--- config.mk ---
export PLATFORM = sky130hd
export DESIGN_NAME = tcr_top
export DESIGN_NICKNAME = d
export VERILOG_FILES = /design/src/hdl/tcr_pkg.sv /design/src/hdl/tcr_timer.sv /design/src/hdl/tcr_top.sv
export SDC_FILE = /design/constraint.sdc
export NUM_CORES = 1
export LEC_CHECK = 0
export ABC_AREA = 1
export BUFFER_PORTS_ARGS = -buffer_cell sky130_fd_sc_hd__buf_2
export CORE_MARGIN = 10
export CORE_UTILIZATION = 45
export DETAILED_ROUTE_END_ITERATION = 10
export SYNTH_ARGS = -nofsm -noshare
export SYNTH_HDL_FRONTEND = slang
export SYNTH_HIERARCHICAL = 1
export SYNTH_SLANG_ARGS = --single-unit
--- constraint.sdc ---
create_clock -name clk -period 3.5 [get_ports clk]
set_input_delay 0.35 -clock clk [delete_from_list [all_inputs] [get_ports clk]]
set_output_delay 0.35 -clock clk [all_outputs]
set_load 0.01 [all_outputs]
--- src/hdl/tcr_pkg.sv ---
// Constants and types shared by the timer register block.
package tcr_pkg;

  // ----------------------------------------------------------------
  // Sizes
  // ----------------------------------------------------------------
  localparam int TCR_NUM_TIMERS = 4;
  localparam int TCR_CNT_W = 16;
  localparam int TCR_ADDR_W = 8;
  localparam int TCR_DATA_W = 32;
  localparam int TCR_IDX_W = 6;

  // ----------------------------------------------------------------
  // Register indices (byte address is four times the index)
  // ----------------------------------------------------------------
  localparam logic [TCR_IDX_W-1:0] TCR_IDX_TIMER0_CAPTURE_RELOAD = 6'h00;
  localparam logic [TCR_IDX_W-1:0] TCR_IDX_TIMER0_COMPARE = 6'h01;
  localparam logic [TCR_IDX_W-1:0] TCR_IDX_TIMER1_CAPTURE_RELOAD = 6'h02;
  localparam logic [TCR_IDX_W-1:0] TCR_IDX_TIMER1_COMPARE = 6'h03;
  localparam logic [TCR_IDX_W-1:0] TCR_IDX_TIMER2_CAPTURE_RELOAD = 6'h04;
  localparam logic [TCR_IDX_W-1:0] TCR_IDX_TIMER2_COMPARE = 6'h05;
  localparam logic [TCR_IDX_W-1:0] TCR_IDX_TIMER3_CAPTURE_RELOAD = 6'h06;
  localparam logic [TCR_IDX_W-1:0] TCR_IDX_TIMER3_COMPARE = 6'h07;
  localparam logic [TCR_IDX_W-1:0] TCR_IDX_CONTROL_BASE = 6'h08;
  localparam logic [TCR_IDX_W-1:0] TCR_IDX_STATUS = 6'h0c;
  localparam logic [TCR_IDX_W-1:0] TCR_IDX_MASK = 6'h0d;
  localparam logic [TCR_IDX_W-1:0] TCR_IDX_COUNT_BASE = 6'h0e;
  localparam logic [TCR_IDX_W-1:0] TCR_IDX_LAST = 6'h11;
  localparam logic [1:0] TCR_WORD_ALIGN = 2'h0;

  // ----------------------------------------------------------------
  // Control register fields (one control register per timer)
  // ----------------------------------------------------------------
  localparam int TCR_CTL_W = 4;
  localparam int TCR_CTL_CAPSEL = 0;
  localparam int TCR_CTL_RUN = 1;
  localparam int TCR_CTL_EXTEN = 2;
  localparam int TCR_CTL_DOWN = 3;

  // ----------------------------------------------------------------
  // Status and mask fields: one bit per timer in each group
  // ----------------------------------------------------------------
  localparam int TCR_ST_W = 12;
  localparam int TCR_ST_OVF_BASE = 0;
  localparam int TCR_ST_TRIG_BASE = 4;
  localparam int TCR_ST_MATCH_BASE = 8;

  // ----------------------------------------------------------------
  // Reset values
  // ----------------------------------------------------------------
  localparam logic [TCR_CNT_W-1:0] TCR_CR_RST = 16'h0000;
  localparam logic [TCR_CNT_W-1:0] TCR_CMP_RST = 16'h0000;
  localparam logic [TCR_CNT_W-1:0] TCR_COUNT_RST = 16'h0000;
  localparam logic [TCR_CTL_W-1:0] TCR_CTL_RST = 4'h0;
  localparam logic [TCR_ST_W-1:0] TCR_ST_RST = 12'h000;
  localparam logic [TCR_DATA_W-1:0] TCR_RDATA_RST = 32'h0000_0000;

  // ----------------------------------------------------------------
  // Bus slave states
  // ----------------------------------------------------------------
  typedef enum logic {
    TCR_APB_IDLE = 1'b0,
    TCR_APB_RESP = 1'b1
  } tcr_apb_state_t;

endpackage : tcr_pkg

--- src/hdl/tcr_timer.sv ---
// One 16-bit timer with its capture/reload and compare registers.
`timescale 1ns/1ps

module tcr_timer
  import tcr_pkg::*;
#(
  parameter int CNT_W = TCR_CNT_W
) (
  // Clock and reset
  input logic clk,
  input logic sys_rst,
  // Mode control
  input logic capture_select,
  input logic run_control,
  input logic external_trigger_enable,
  input logic down_count_enable,
  // Synchronised trigger pin
  input logic trig_fall,
  input logic trig_level,
  // Software writes
  input logic wr_cr,
  input logic wr_cmp,
  input logic [CNT_W-1:0] wdata,
  // State and events
  output logic [CNT_W-1:0] cr_value,
  output logic [CNT_W-1:0] cmp_value,
  output logic [CNT_W-1:0] running_count,
  output logic overflow_pulse,
  output logic trigger_pulse,
  output logic match_pulse
);

  logic [CNT_W-1:0] cnt_reg, cnt_next;
  logic [CNT_W-1:0] cr_reg, cr_next;
  logic [CNT_W-1:0] cmp_reg, cmp_next;
  logic ovf_reg, ovf_next;
  logic trg_reg, trg_next;
  logic match_reg, match_next;
  logic down;

  // ----------------------------------------------------------------
  // Counting, reload, capture and compare
  // ----------------------------------------------------------------
  always_comb begin
    cnt_next = cnt_reg;
    cr_next = cr_reg;
    cmp_next = cmp_reg;
    ovf_next = 1'b0;
    trg_next = 1'b0;
    // Down counting only in reload mode, steered by the trigger pin level
    down = down_count_enable & ~capture_select & ~trig_level;
    if (wr_cr) begin
      cr_next = wdata;
    end
    if (wr_cmp) begin
      cmp_next = wdata;
    end
    if (run_control) begin
      if (down) begin
        if (cnt_reg == '0) begin
          ovf_next = 1'b1;
          cnt_next = cr_reg;
        end else begin
          cnt_next = cnt_reg - 1'b1;
        end
      end else if (cnt_reg == '1) begin
        ovf_next = 1'b1;
        // Capture mode has no reload value, the register holds a capture
        cnt_next = capture_select ? TCR_COUNT_RST : cr_reg;
      end else begin
        cnt_next = cnt_reg + 1'b1;
      end
    end
    if (external_trigger_enable && trig_fall) begin
      trg_next = 1'b1;
      if (capture_select) begin
        // Hardware capture wins over a software write in the same cycle
        cr_next = cnt_reg;
      end else if (!down_count_enable) begin
        cnt_next = cr_reg;
      end
    end
    // Pulse once as the count arrives at the compare value
    match_next = (cnt_next != cnt_reg) && (cnt_next == cmp_reg);
  end

  always_ff @(posedge clk or posedge sys_rst) begin
    if (sys_rst) begin
      cnt_reg <= TCR_COUNT_RST;
      cr_reg <= TCR_CR_RST;
      cmp_reg <= TCR_CMP_RST;
      ovf_reg <= 1'b0;
      trg_reg <= 1'b0;
      match_reg <= 1'b0;
    end else begin
      cnt_reg <= cnt_next;
      cr_reg <= cr_next;
      cmp_reg <= cmp_next;
      ovf_reg <= ovf_next;
      trg_reg <= trg_next;
      match_reg <= match_next;
    end
  end

  assign cr_value = cr_reg;
  assign cmp_value = cmp_reg;
  assign running_count = cnt_reg;
  assign overflow_pulse = ovf_reg;
  assign trigger_pulse = trg_reg;
  assign match_pulse = match_reg;

endmodule : tcr_timer

--- src/hdl/tcr_top.sv ---
// APB register block for four 16-bit capture/reload/compare timers.
//
// Implementation choice: the APB slave port.
`timescale 1ns/1ps

// Notes on behaviour
// - Four timers each own a capture/reload word and a compare word at indices 00h to 07h.
// - Any reset clears every capture/reload register to zero.
// - In capture mode a capture event copies the whole running count into capture/reload.
// - In reload mode the capture/reload value is what the count is loaded with on reload.
// - Any reset clears every compare register to zero.
// - The running count is compared with the compare register all the time.
// - Timers 1 to 3 have the same registers and behaviour as timer 0.
// - With external enable on, a trigger falling edge captures in capture mode, else reloads unless down count enable is set.
// - The timer counts while run control is set; when it is cleared the count holds except for a trigger reload.
// - Overflow, or reaching zero counting down, sets a flag that software must clear.
module tcr_top
  import tcr_pkg::*;
#(
  parameter int NUM_TIMERS = TCR_NUM_TIMERS,
  parameter int CNT_W = TCR_CNT_W
) (
  // Clock and reset
  input logic clk,
  input logic sys_rst,
  // APB slave
  input logic psel,
  input logic penable,
  input logic pwrite,
  input logic [TCR_ADDR_W-1:0] paddr,
  input logic [TCR_DATA_W-1:0] pwdata,
  output logic [TCR_DATA_W-1:0] prdata,
  output logic pready,
  output logic pslverr,
  // Trigger pins, one per timer
  input logic [NUM_TIMERS-1:0] external_trigger_input,
  // Interrupt
  output logic irq
);

  // ----------------------------------------------------------------
  // Address decode
  // ----------------------------------------------------------------
  function automatic logic [TCR_IDX_W:0] decode_index(input logic [TCR_ADDR_W-1:0] addr);
    logic [TCR_IDX_W-1:0] idx;
    logic ok;
    idx = addr[TCR_IDX_W+1:2];
    ok = (addr[1:0] == TCR_WORD_ALIGN) && (idx <= TCR_IDX_LAST);
    return {ok, idx};
  endfunction : decode_index

  // ----------------------------------------------------------------
  // Register groups
  // ----------------------------------------------------------------
  typedef enum logic [2:0] {
    TCR_GRP_CR = 3'h0,
    TCR_GRP_CMP = 3'h1,
    TCR_GRP_CTL = 3'h2,
    TCR_GRP_STATUS = 3'h3,
    TCR_GRP_MASK = 3'h4,
    TCR_GRP_COUNT = 3'h5
  } tcr_grp_t;

  // Group of an index; only meaningful when the index is valid
  function automatic tcr_grp_t index_group(input logic [TCR_IDX_W-1:0] i);
    tcr_grp_t g;
    if (i < TCR_IDX_CONTROL_BASE) begin
      g = i[0] ? TCR_GRP_CMP : TCR_GRP_CR;
    end else if (i < TCR_IDX_STATUS) begin
      g = TCR_GRP_CTL;
    end else if (i == TCR_IDX_STATUS) begin
      g = TCR_GRP_STATUS;
    end else if (i == TCR_IDX_MASK) begin
      g = TCR_GRP_MASK;
    end else begin
      g = TCR_GRP_COUNT;
    end
    return g;
  endfunction : index_group

  // Two select bits cover four timers; more timers need a wider select
  function automatic logic [1:0] index_timer(input logic [TCR_IDX_W-1:0] i);
    logic [TCR_IDX_W-1:0] rel;
    rel = i >> 1;
    if (i >= TCR_IDX_COUNT_BASE) begin
      rel = i - TCR_IDX_COUNT_BASE;
    end else if (i >= TCR_IDX_CONTROL_BASE) begin
      rel = i - TCR_IDX_CONTROL_BASE;
    end
    return rel[1:0];
  endfunction : index_timer

  // ----------------------------------------------------------------
  // State
  // ----------------------------------------------------------------
  tcr_apb_state_t state_reg, state_next;
  logic pready_reg, pready_next;
  logic pslverr_reg, pslverr_next;
  logic [TCR_DATA_W-1:0] prdata_reg, prdata_next;
  logic irq_reg, irq_next;
  logic [TCR_CTL_W-1:0] ctl_reg [NUM_TIMERS];
  logic [TCR_CTL_W-1:0] ctl_next [NUM_TIMERS];
  logic [TCR_ST_W-1:0] status_reg, status_next;
  logic [TCR_ST_W-1:0] mask_reg, mask_next;
  logic [NUM_TIMERS-1:0] trig_meta_reg, trig_sync_reg, trig_prev_reg;
  logic [NUM_TIMERS-1:0] trig_fall;

  logic [TCR_IDX_W:0] dec;
  logic [TCR_IDX_W-1:0] idx;
  logic idx_ok;
  tcr_grp_t grp;
  logic [1:0] tsel;
  logic wr_status;
  logic wr_mask;
  logic commit;
  logic [NUM_TIMERS-1:0] wr_cr, wr_cmp;
  logic [TCR_ST_W-1:0] st_set, st_clr;
  logic [CNT_W-1:0] cr_value [NUM_TIMERS];
  logic [CNT_W-1:0] cmp_value [NUM_TIMERS];
  logic [CNT_W-1:0] count_value [NUM_TIMERS];
  logic [NUM_TIMERS-1:0] ovf_pulse, trg_pulse, match_pulse;

  assign dec = decode_index(paddr);
  assign idx = dec[TCR_IDX_W-1:0];
  assign idx_ok = dec[TCR_IDX_W];
  // A write lands on the edge where the master sees pready high
  assign commit = psel && penable && pwrite && pready_reg && idx_ok;

  // ----------------------------------------------------------------
  // Register select
  // ----------------------------------------------------------------
  // One decode feeds the write strobes and the read mux, so they cannot disagree
  assign grp = index_group(idx);
  assign tsel = index_timer(idx);
  assign wr_status = commit && (grp == TCR_GRP_STATUS);
  assign wr_mask = commit && (grp == TCR_GRP_MASK);

  // ----------------------------------------------------------------
  // Trigger pin synchronisers
  // ----------------------------------------------------------------
  always_ff @(posedge clk or posedge sys_rst) begin
    if (sys_rst) begin
      // Pins idle high so release from reset makes no false edge
      trig_meta_reg <= '1;
      trig_sync_reg <= '1;
      trig_prev_reg <= '1;
    end else begin
      trig_meta_reg <= external_trigger_input;
      trig_sync_reg <= trig_meta_reg;
      trig_prev_reg <= trig_sync_reg;
    end
  end

  assign trig_fall = trig_prev_reg & ~trig_sync_reg;

  // ----------------------------------------------------------------
  // Timers
  // ----------------------------------------------------------------
  genvar gi;
  generate
    for (gi = 0; gi < NUM_TIMERS; gi++) begin : g_timer
      assign wr_cr[gi] = commit && (grp == TCR_GRP_CR) && (tsel == 2'(gi));
      assign wr_cmp[gi] = commit && (grp == TCR_GRP_CMP) && (tsel == 2'(gi));

      tcr_timer #(
        .CNT_W(CNT_W)
      ) u_timer (
        .clk(clk),
        .sys_rst(sys_rst),
        .capture_select(ctl_reg[gi][TCR_CTL_CAPSEL]),
        .run_control(ctl_reg[gi][TCR_CTL_RUN]),
        .external_trigger_enable(ctl_reg[gi][TCR_CTL_EXTEN]),
        .down_count_enable(ctl_reg[gi][TCR_CTL_DOWN]),
        .trig_fall(trig_fall[gi]),
        .trig_level(trig_sync_reg[gi]),
        .wr_cr(wr_cr[gi]),
        .wr_cmp(wr_cmp[gi]),
        .wdata(pwdata[CNT_W-1:0]),
        .cr_value(cr_value[gi]),
        .cmp_value(cmp_value[gi]),
        .running_count(count_value[gi]),
        .overflow_pulse(ovf_pulse[gi]),
        .trigger_pulse(trg_pulse[gi]),
        .match_pulse(match_pulse[gi])
      );

      assign st_set[TCR_ST_OVF_BASE+gi] = ovf_pulse[gi];
      assign st_set[TCR_ST_TRIG_BASE+gi] = trg_pulse[gi];
      assign st_set[TCR_ST_MATCH_BASE+gi] = match_pulse[gi];
    end
  endgenerate

  // ----------------------------------------------------------------
  // Control, status and mask registers
  // ----------------------------------------------------------------
  always_comb begin
    for (int i = 0; i < NUM_TIMERS; i++) begin
      ctl_next[i] = ctl_reg[i];
      if (commit && (grp == TCR_GRP_CTL) && (tsel == 2'(i))) begin
        ctl_next[i] = pwdata[TCR_CTL_W-1:0];
      end
    end
    // Mask shares the status layout: each event is enabled at its own bit
    mask_next = mask_reg;
    if (wr_mask) begin
      mask_next = pwdata[TCR_ST_W-1:0];
    end
    st_clr = '0;
    if (wr_status) begin
      st_clr = pwdata[TCR_ST_W-1:0];
    end
    // A new event in the clearing cycle is kept
    status_next = (status_reg & ~st_clr) | st_set;
    irq_next = |(status_next & mask_next);
  end

  always_ff @(posedge clk or posedge sys_rst) begin
    if (sys_rst) begin
      for (int i = 0; i < NUM_TIMERS; i++) begin
        ctl_reg[i] <= TCR_CTL_RST;
      end
      status_reg <= TCR_ST_RST;
      mask_reg <= TCR_ST_RST;
      irq_reg <= 1'b0;
    end else begin
      for (int i = 0; i < NUM_TIMERS; i++) begin
        ctl_reg[i] <= ctl_next[i];
      end
      status_reg <= status_next;
      mask_reg <= mask_next;
      irq_reg <= irq_next;
    end
  end

  // ----------------------------------------------------------------
  // APB slave: one wait state, answer registered
  // ----------------------------------------------------------------
  always_comb begin
    state_next = state_reg;
    pready_next = 1'b0;
    pslverr_next = 1'b0;
    prdata_next = prdata_reg;
    case (state_reg)
      TCR_APB_IDLE: begin
        if (psel && penable) begin
          state_next = TCR_APB_RESP;
          pready_next = 1'b1;
          pslverr_next = !idx_ok;
          prdata_next = TCR_RDATA_RST;
          if (!pwrite && idx_ok) begin
            // Bits above each field stay zero from the clear above
            case (grp)
              TCR_GRP_CR: begin
                prdata_next[CNT_W-1:0] = cr_value[tsel];
              end
              TCR_GRP_CMP: begin
                prdata_next[CNT_W-1:0] = cmp_value[tsel];
              end
              TCR_GRP_CTL: begin
                prdata_next[TCR_CTL_W-1:0] = ctl_reg[tsel];
              end
              TCR_GRP_STATUS: begin
                prdata_next[TCR_ST_W-1:0] = status_reg;
              end
              TCR_GRP_MASK: begin
                prdata_next[TCR_ST_W-1:0] = mask_reg;
              end
              default: begin
                // Live count, read only
                prdata_next[CNT_W-1:0] = count_value[tsel];
              end
            endcase
          end
        end
      end
      TCR_APB_RESP: begin
        // The master drops penable at this edge, so IDLE cannot retake the transfer
        state_next = TCR_APB_IDLE;
      end
      default: begin
        state_next = TCR_APB_IDLE;
      end
    endcase
  end

  always_ff @(posedge clk or posedge sys_rst) begin
    if (sys_rst) begin
      state_reg <= TCR_APB_IDLE;
      pready_reg <= 1'b0;
      pslverr_reg <= 1'b0;
      prdata_reg <= TCR_RDATA_RST;
    end else begin
      state_reg <= state_next;
      pready_reg <= pready_next;
      pslverr_reg <= pslverr_next;
      prdata_reg <= prdata_next;
    end
  end

  assign prdata = prdata_reg;
  assign pready = pready_reg;
  assign pslverr = pslverr_reg;
  assign irq = irq_reg;

endmodule : tcr_top

* After elaboration in Yosys (flattened, before gate mapping)
Index checks and enable logic that the tools add are counted.
Widths: inputs -> output; s select.
** Operators by class
- Multiplexer cells :: 94
- Bitwise gates (word level) :: 24
- Reduce and logical (&&, ||, !) cells :: 43
- $add $sub $neg :: 10
- Order comparisons :: 6
- Eq/ne operators :: 21
** Operators by type and width (count)
- $mux 16 :: 51
- $bmux 16 s2 :: 3
- $add 16x1->16 const B :: 4
- $eq 16x16->1 :: 4
- $eq 16x16->1 const B :: 4
- $logic_not 16->1 :: 4
- $ne 16x16->1 :: 4
- $sub 16x1->16 const B :: 4
- $pmux 8 s5 :: 1
- $logic_and 1x1->1 :: 31
- $mux 1 :: 26
- $and 12x12->12 :: 2
- $mux 12 :: 2
- $pmux 4 s5 :: 1
- $eq 6x4->1 const B :: 2
- $ge 6x4->1 const B :: 2
- $lt 6x4->1 const B :: 2
- $not 12->12 :: 1
- $or 12x12->12 :: 1
- $pmux 4 s3 :: 1
- $reduce_or 12->1 :: 1
- $mux 3 :: 3
- $not 1->1 :: 9
- $and 1x1->1 :: 8
- 21 further kinds :: 27
** Storage, ports and cells
- Logic and storage cells :: 236
- Bits of input ports :: 49
- Register bits :: 276

* Depth between registers and ports, before layout
- Depth in word-level cells :: 13
- Mapped depth :: 22

* Hierarchy
The synthesis kept the hierarchy.
** Modules (own cells, without submodules)
- tcr_timer (g_timer[0].u_timer ...) :: seq. area each 1276.2 um^2, instances 2, cells an instance 716, area each 4505.6 um^2
- tcr_timer (g_timer[2].u_timer ...) :: seq. area each 1276.2 um^2, instances 2, cells an instance 721, area each 4413.0 um^2
- tcr_top :: seq. area each 1791.7 um^2, instances 1, cells an instance 921, area each 5363.9 um^2

* Least setup slack after synthesis
Ideal clock, no wire load.
- Path kind :: input port to flip-flop
- Start :: input port paddr[7]
- End :: register g_timer[0].u_timer.cr_reg[0]
- Stages on the path :: 9
- Path slack :: 1351 ps
- Library setup time :: 130 ps
- Arrival time :: 2019 ps
- Buffers on the path :: 2
- Cell sequence :: nor2_4 nand2_2 nor2_1 clkbuf_1 nand2_1 nor2_1 clkbuf_1 mux2i_1 a21oi_1
** Between the ends
- Cells in the longest elaborated chain, start to end :: 11
** Ends and longest elaborated chain
- from (decl) :: RTL line tcr_top.sv:30 : input logic [TCR_ADDR_W-1:0] paddr,
- branches (longest 7 deep; another with $lt 6x4->1)
- $logic_and 1x1->1 * :: RTL line tcr_top.sv:162 : assign wr_cr[gi] = commit && (grp == TCR_GRP_CR) && (tsel == 2'(gi));
- named net wr_cr[0] :: RTL line tcr_top.sv:116 : logic [NUM_TIMERS-1:0] wr_cr, wr_cmp;
- $mux 16 * :: RTL line tcr_timer.sv:52 : if (wr_cr) begin
- $mux 16 :: RTL line tcr_timer.sv:76 : if (capture_select) begin
- $mux 16 * :: RTL line tcr_timer.sv:74 : if (external_trigger_enable && trig_fall) begin
- named net g_timer[0].u_timer.cr_next[0] :: RTL line tcr_timer.sv:34 : logic [CNT_W-1:0] cr_reg, cr_next;
- to (signal assigned) :: RTL line tcr_timer.sv:97 : cr_reg <= cr_next;
- to (decl) :: RTL line tcr_timer.sv:34
Mark *: on every way through the listed nets, which the timed path passes.
A chain may end at the register's enable or synchronous reset.

* Worst setup path after layout
- Start :: register g_timer[2].u_timer.cnt_reg[0]
- End :: register g_timer[2].u_timer.match_reg
** Between the ends
- Cells in the longest elaborated chain, start to end :: 9
** Ends and longest elaborated chain
- from (decl) :: RTL line tcr_timer.sv:33 : logic [CNT_W-1:0] cnt_reg, cnt_next;
- from (signal assigned) :: RTL line tcr_timer.sv:96 : cnt_reg <= cnt_next;
- $add 16x1->16 (tied with other cells) :: RTL line tcr_timer.sv:71 : cnt_next = cnt_reg + 1'b1;
- $mux 16, on equally long branches :: RTL line tcr_timer.sv:66, tcr_timer.sv:60
- $mux 16 :: RTL line tcr_timer.sv:59 : if (down) begin
- $mux 16 :: RTL line tcr_timer.sv:58 : if (run_control) begin
- $mux 16 :: RTL line tcr_timer.sv:79 : end else if (!down_count_enable) begin
- $mux 16 :: RTL line tcr_timer.sv:76
- $mux 16 :: RTL line tcr_timer.sv:74
- $ne 16x16->1 / $eq 16x16->1 (equally long branches) :: RTL line tcr_timer.sv:84 : match_next = (cnt_next != cnt_reg) && (cnt_next == cmp_reg);
- $logic_and 1x1->1 * :: RTL line tcr_timer.sv:84
- named net g_timer[2].u_timer.match_next :: RTL line tcr_timer.sv:38 : logic match_reg, match_next;
- to (signal assigned) :: RTL line tcr_timer.sv:101 : match_reg <= match_next;
- to (decl) :: RTL line tcr_timer.sv:38
Mark *: on every way through the listed nets, which the timed path passes. The rest lies on a longest branch.

==> impl_metrics.tcl <==
set metrics [dict create \
    clock_power_share_pct 43.1 \
    switching_power_mw 3.01 \
    netlist.area_leader.share_pct 28.4 \
    drive_gt1_share_pct 12.8 \
    critPathKind "reg2reg" \
    chipHeight_um 247 \
    core-area_um2 51200 \
    p_leak_nw 13.9 \
    report.final.slew_viol_count 0 \
    finalCriticalPeriod_ps 2900 \
    post-route-period-util_pct 82.9 \
    synth_edf_count 0 \
    gp_congestion 1.03 \
    worstPathRequired_ps 3980 \
    cts_htree_levels 2 \
    synth_top_cell_by_area "dfrtp_1" \
    skew_ps 15.1 \
    syn_area_um2 23200 \
    vias_per_cell 5.38 \
    drc 0 \
    grt_max_degree 108 \
    grt_pass1_vias 22000 \
    hold_violations 0 \
    power_density_nw_per_um2 362 \
    max-cap-violations 0 \
    critPathMaxFanout 7 \
    worst_setup_path_end_kind "flip-flop" \
    num_io_pins 84 \
    hp-class "in2reg" \
    p_int_mw 6.11 \
    grt_overflow_total 0 \
    synthCells 3795 \
    ir_worst_vdd_mv 0.342 \
    start_kind "flip-flop" \
    placed_area_um2 23900 \
    setup_violations 0 \
    start_util_pct 45.3 \
    timing.setup.tns_ps 0 \
    firstDrtPassIters 7 \
    rsz0062_at_grt "no" \
    seq_area_frac_synth_pct 29.7 \
    setup_slack_ps 597 \
    reg2reg_setup_slack_ps 600 \
    rows 83 \
    wl_per_cell_um 20.2 \
    route.met3.wl_mm 6.18 \
    hpwlAfterDp_mm 66.9 \
    tightestPinTransition_ps 1110 \
    clk_latency_ps 570 \
    vias 24200 \
    cts_buffers 36 \
    final_area_um2 25200 \
    cts-root-buf "clkbuf_16" \
    synth_area_leaders "dfrtp_1 (28%), nand2_1 (26%), nand3_1 (7.9%)" \
    finalWirelength_mm 90.9 \
    seqPwrFrac_pct 36.6 \
    worstPathArrival_ps 3380 \
    grt_pass1_wl_mm 135 \
    synth_common_cells "nand2_1 (1635), nand3_1 (368), inv_1 (296)" \
    ys_types 42 \
    die-area_um2 61000 \
    synth.avg_cell_area_um2 6.11 \
    switching_share_pct 33.0 \
    yosysWarningCount 6 \
    fin_nets 3861 \
    clkTransAtPathRegs_ps 60 \
    maxUsedRoutingLayer "met4" \
    antenna_found_initial 0 \
    antenna_left 0 \
    antenna_cells 0 \
    numPortBuffers 51 \
    cts_tree "yes" \
    fmax_ghz 0.345 \
    area_growth_pct 8.52 \
    postCtsSetupRepairBufs 0 \
    route.met2.wl_mm 40.9 \
    clock-sinks 275 \
    drt_iter0_markers 2682 \
    ys_dominant_reg_cell "dfrtp_1" \
    synth.most_common_cell "nand2_1" \
    wl_met1_mm 38.7 \
    max_slew_margin_pct 26.0 \
    pre_cts_slack_ps 679 \
    grt.total_usage_pct 29.1 \
    die_w_um 247 \
    whs_ps 85.7 \
    clk_path_buf_depth 3 \
    status "completed" \
    pwr-share-comb_pct 20.3 \
    ys_ff_latch 275 \
    async_flop_share_pct 100 \
]
==> placed cells by master, fill, tap and decap left out, types with 37 or more instances in the layout <==
cell type	count
dfrtp_1	263
clkbuf_16	37
nand2_1	1635
nor2_2	44
o21ai_0	228
nand2_2	115
nand3_1	368
nor2_1	270
a21oi_1	91
nor2_4	39
o21ai_1	46
buf_2	51
inv_1	291
buf_4	54
==> layer usage <==
metal,vias to the layer above,GRT usage [%]
li1,11900,-
met1,11200,38.8
met2,914,45.6
met3,183,3.32
met4,0,15.6
met5,-,0
==> repair_timing <==
item / in CTS / in global routing
gates resized for setup: 0 / 0
endpoints found under the hold margin: 7 / 0
hold buffers: 5 / 0
==> power by group through the flow <==
stage | sequential [mW] | clock, mW | combinational (mW)
after global routing | 3.34 | 4.11 | 2.03
after floorplan | 3.33 | 0 | 1.30
after global placement | 3.39 | 0 | 1.79
after detailed placement | 3.39 | 0 | 1.80
after CTS | 3.33 | 4.00 | 1.81
final | 3.34 | 3.94 | 1.85
==> worst max-delay path: stages, from the launching register on <==
cell and delay [ps]:
dfrtp_1 460, inv_1 220, ha_1 250, inv_1 50, nor2_1 80, nand2_1 70, nor2_2 210, nand3_2 240
nand3_1 190, nand2_1 60, nand3_1 90, nand2_2 80, nand3_1 80, nand2_1 70, nor2_2 120, nand2_1 70
nor2_1 220, nand2_1 90, nor2_1 160
==> final cells by class <==
type | count | area [µm²]
Inverter | 335 | 1270
Fill cell | 5475 | 26000
Clock inverter | 20 | 234
Clock buffer | 43 | 978
Multi-Input combinational cell | 3040 | 14200
Timing Repair Buffer | 112 | 751
Sequential cell | 275 | 6900
Tap cell | 680 | 851
==> final timing paths <==
check | from | to | depth (start not counted)
worst max-delay path | g_timer[2].u_timer/running_count[0]$_DFF_PP0_ | g_timer[2].u_timer/match_pulse$_DFF_PP0_ | 18
worst min-delay path | penable | pready$_DFF_PP0_ | 3
worst max register to register | g_timer[2].u_timer/running_count[0]$_DFF_PP0_ | g_timer[2].u_timer/match_pulse$_DFF_PP0_ | 18
worst min register to register | trig_meta_reg[1]$_DFF_PP1_ | trig_sync_reg[1]$_DFF_PP1_ | 0
max in group asynchronous | sys_rst | trig_prev_reg[0]$_DFF_PP1_ | 4
min in group asynchronous | sys_rst | g_timer[3].u_timer/cr_value[12]$_DFF_PP0_ | 3
==> metrics by stage <==
stage | power (mW) | instances | util (%)
after floorplan | 4.63 | 3810 | -
after global placement | 5.19 | 4437 | 46.7
after detailed placement | 5.19 | 4437 | 46.7
after CTS | 9.14 | 4505 | 49.2
after global routing | 9.48 | 4505 | 49.2
final | 9.12 | 4505 | 49.2
==> cells by family after synthesis <==
family / Yosys count / synth area share (%)
AO/OA/AOI/OAI: 386 / 8.62
XOR/XNOR: 28 / 1.06
adder cells (fa/ha/maj): 12 / 0.647
buffers and inverters: 495 / 9.49
flip-flops: 275 / 29.7
multiplexers: 8 / 0.345
other: 1 / 0.0162
AND/OR/NAND/NOR: 2590 / 50.1
(Power assumes the default switching activity.)
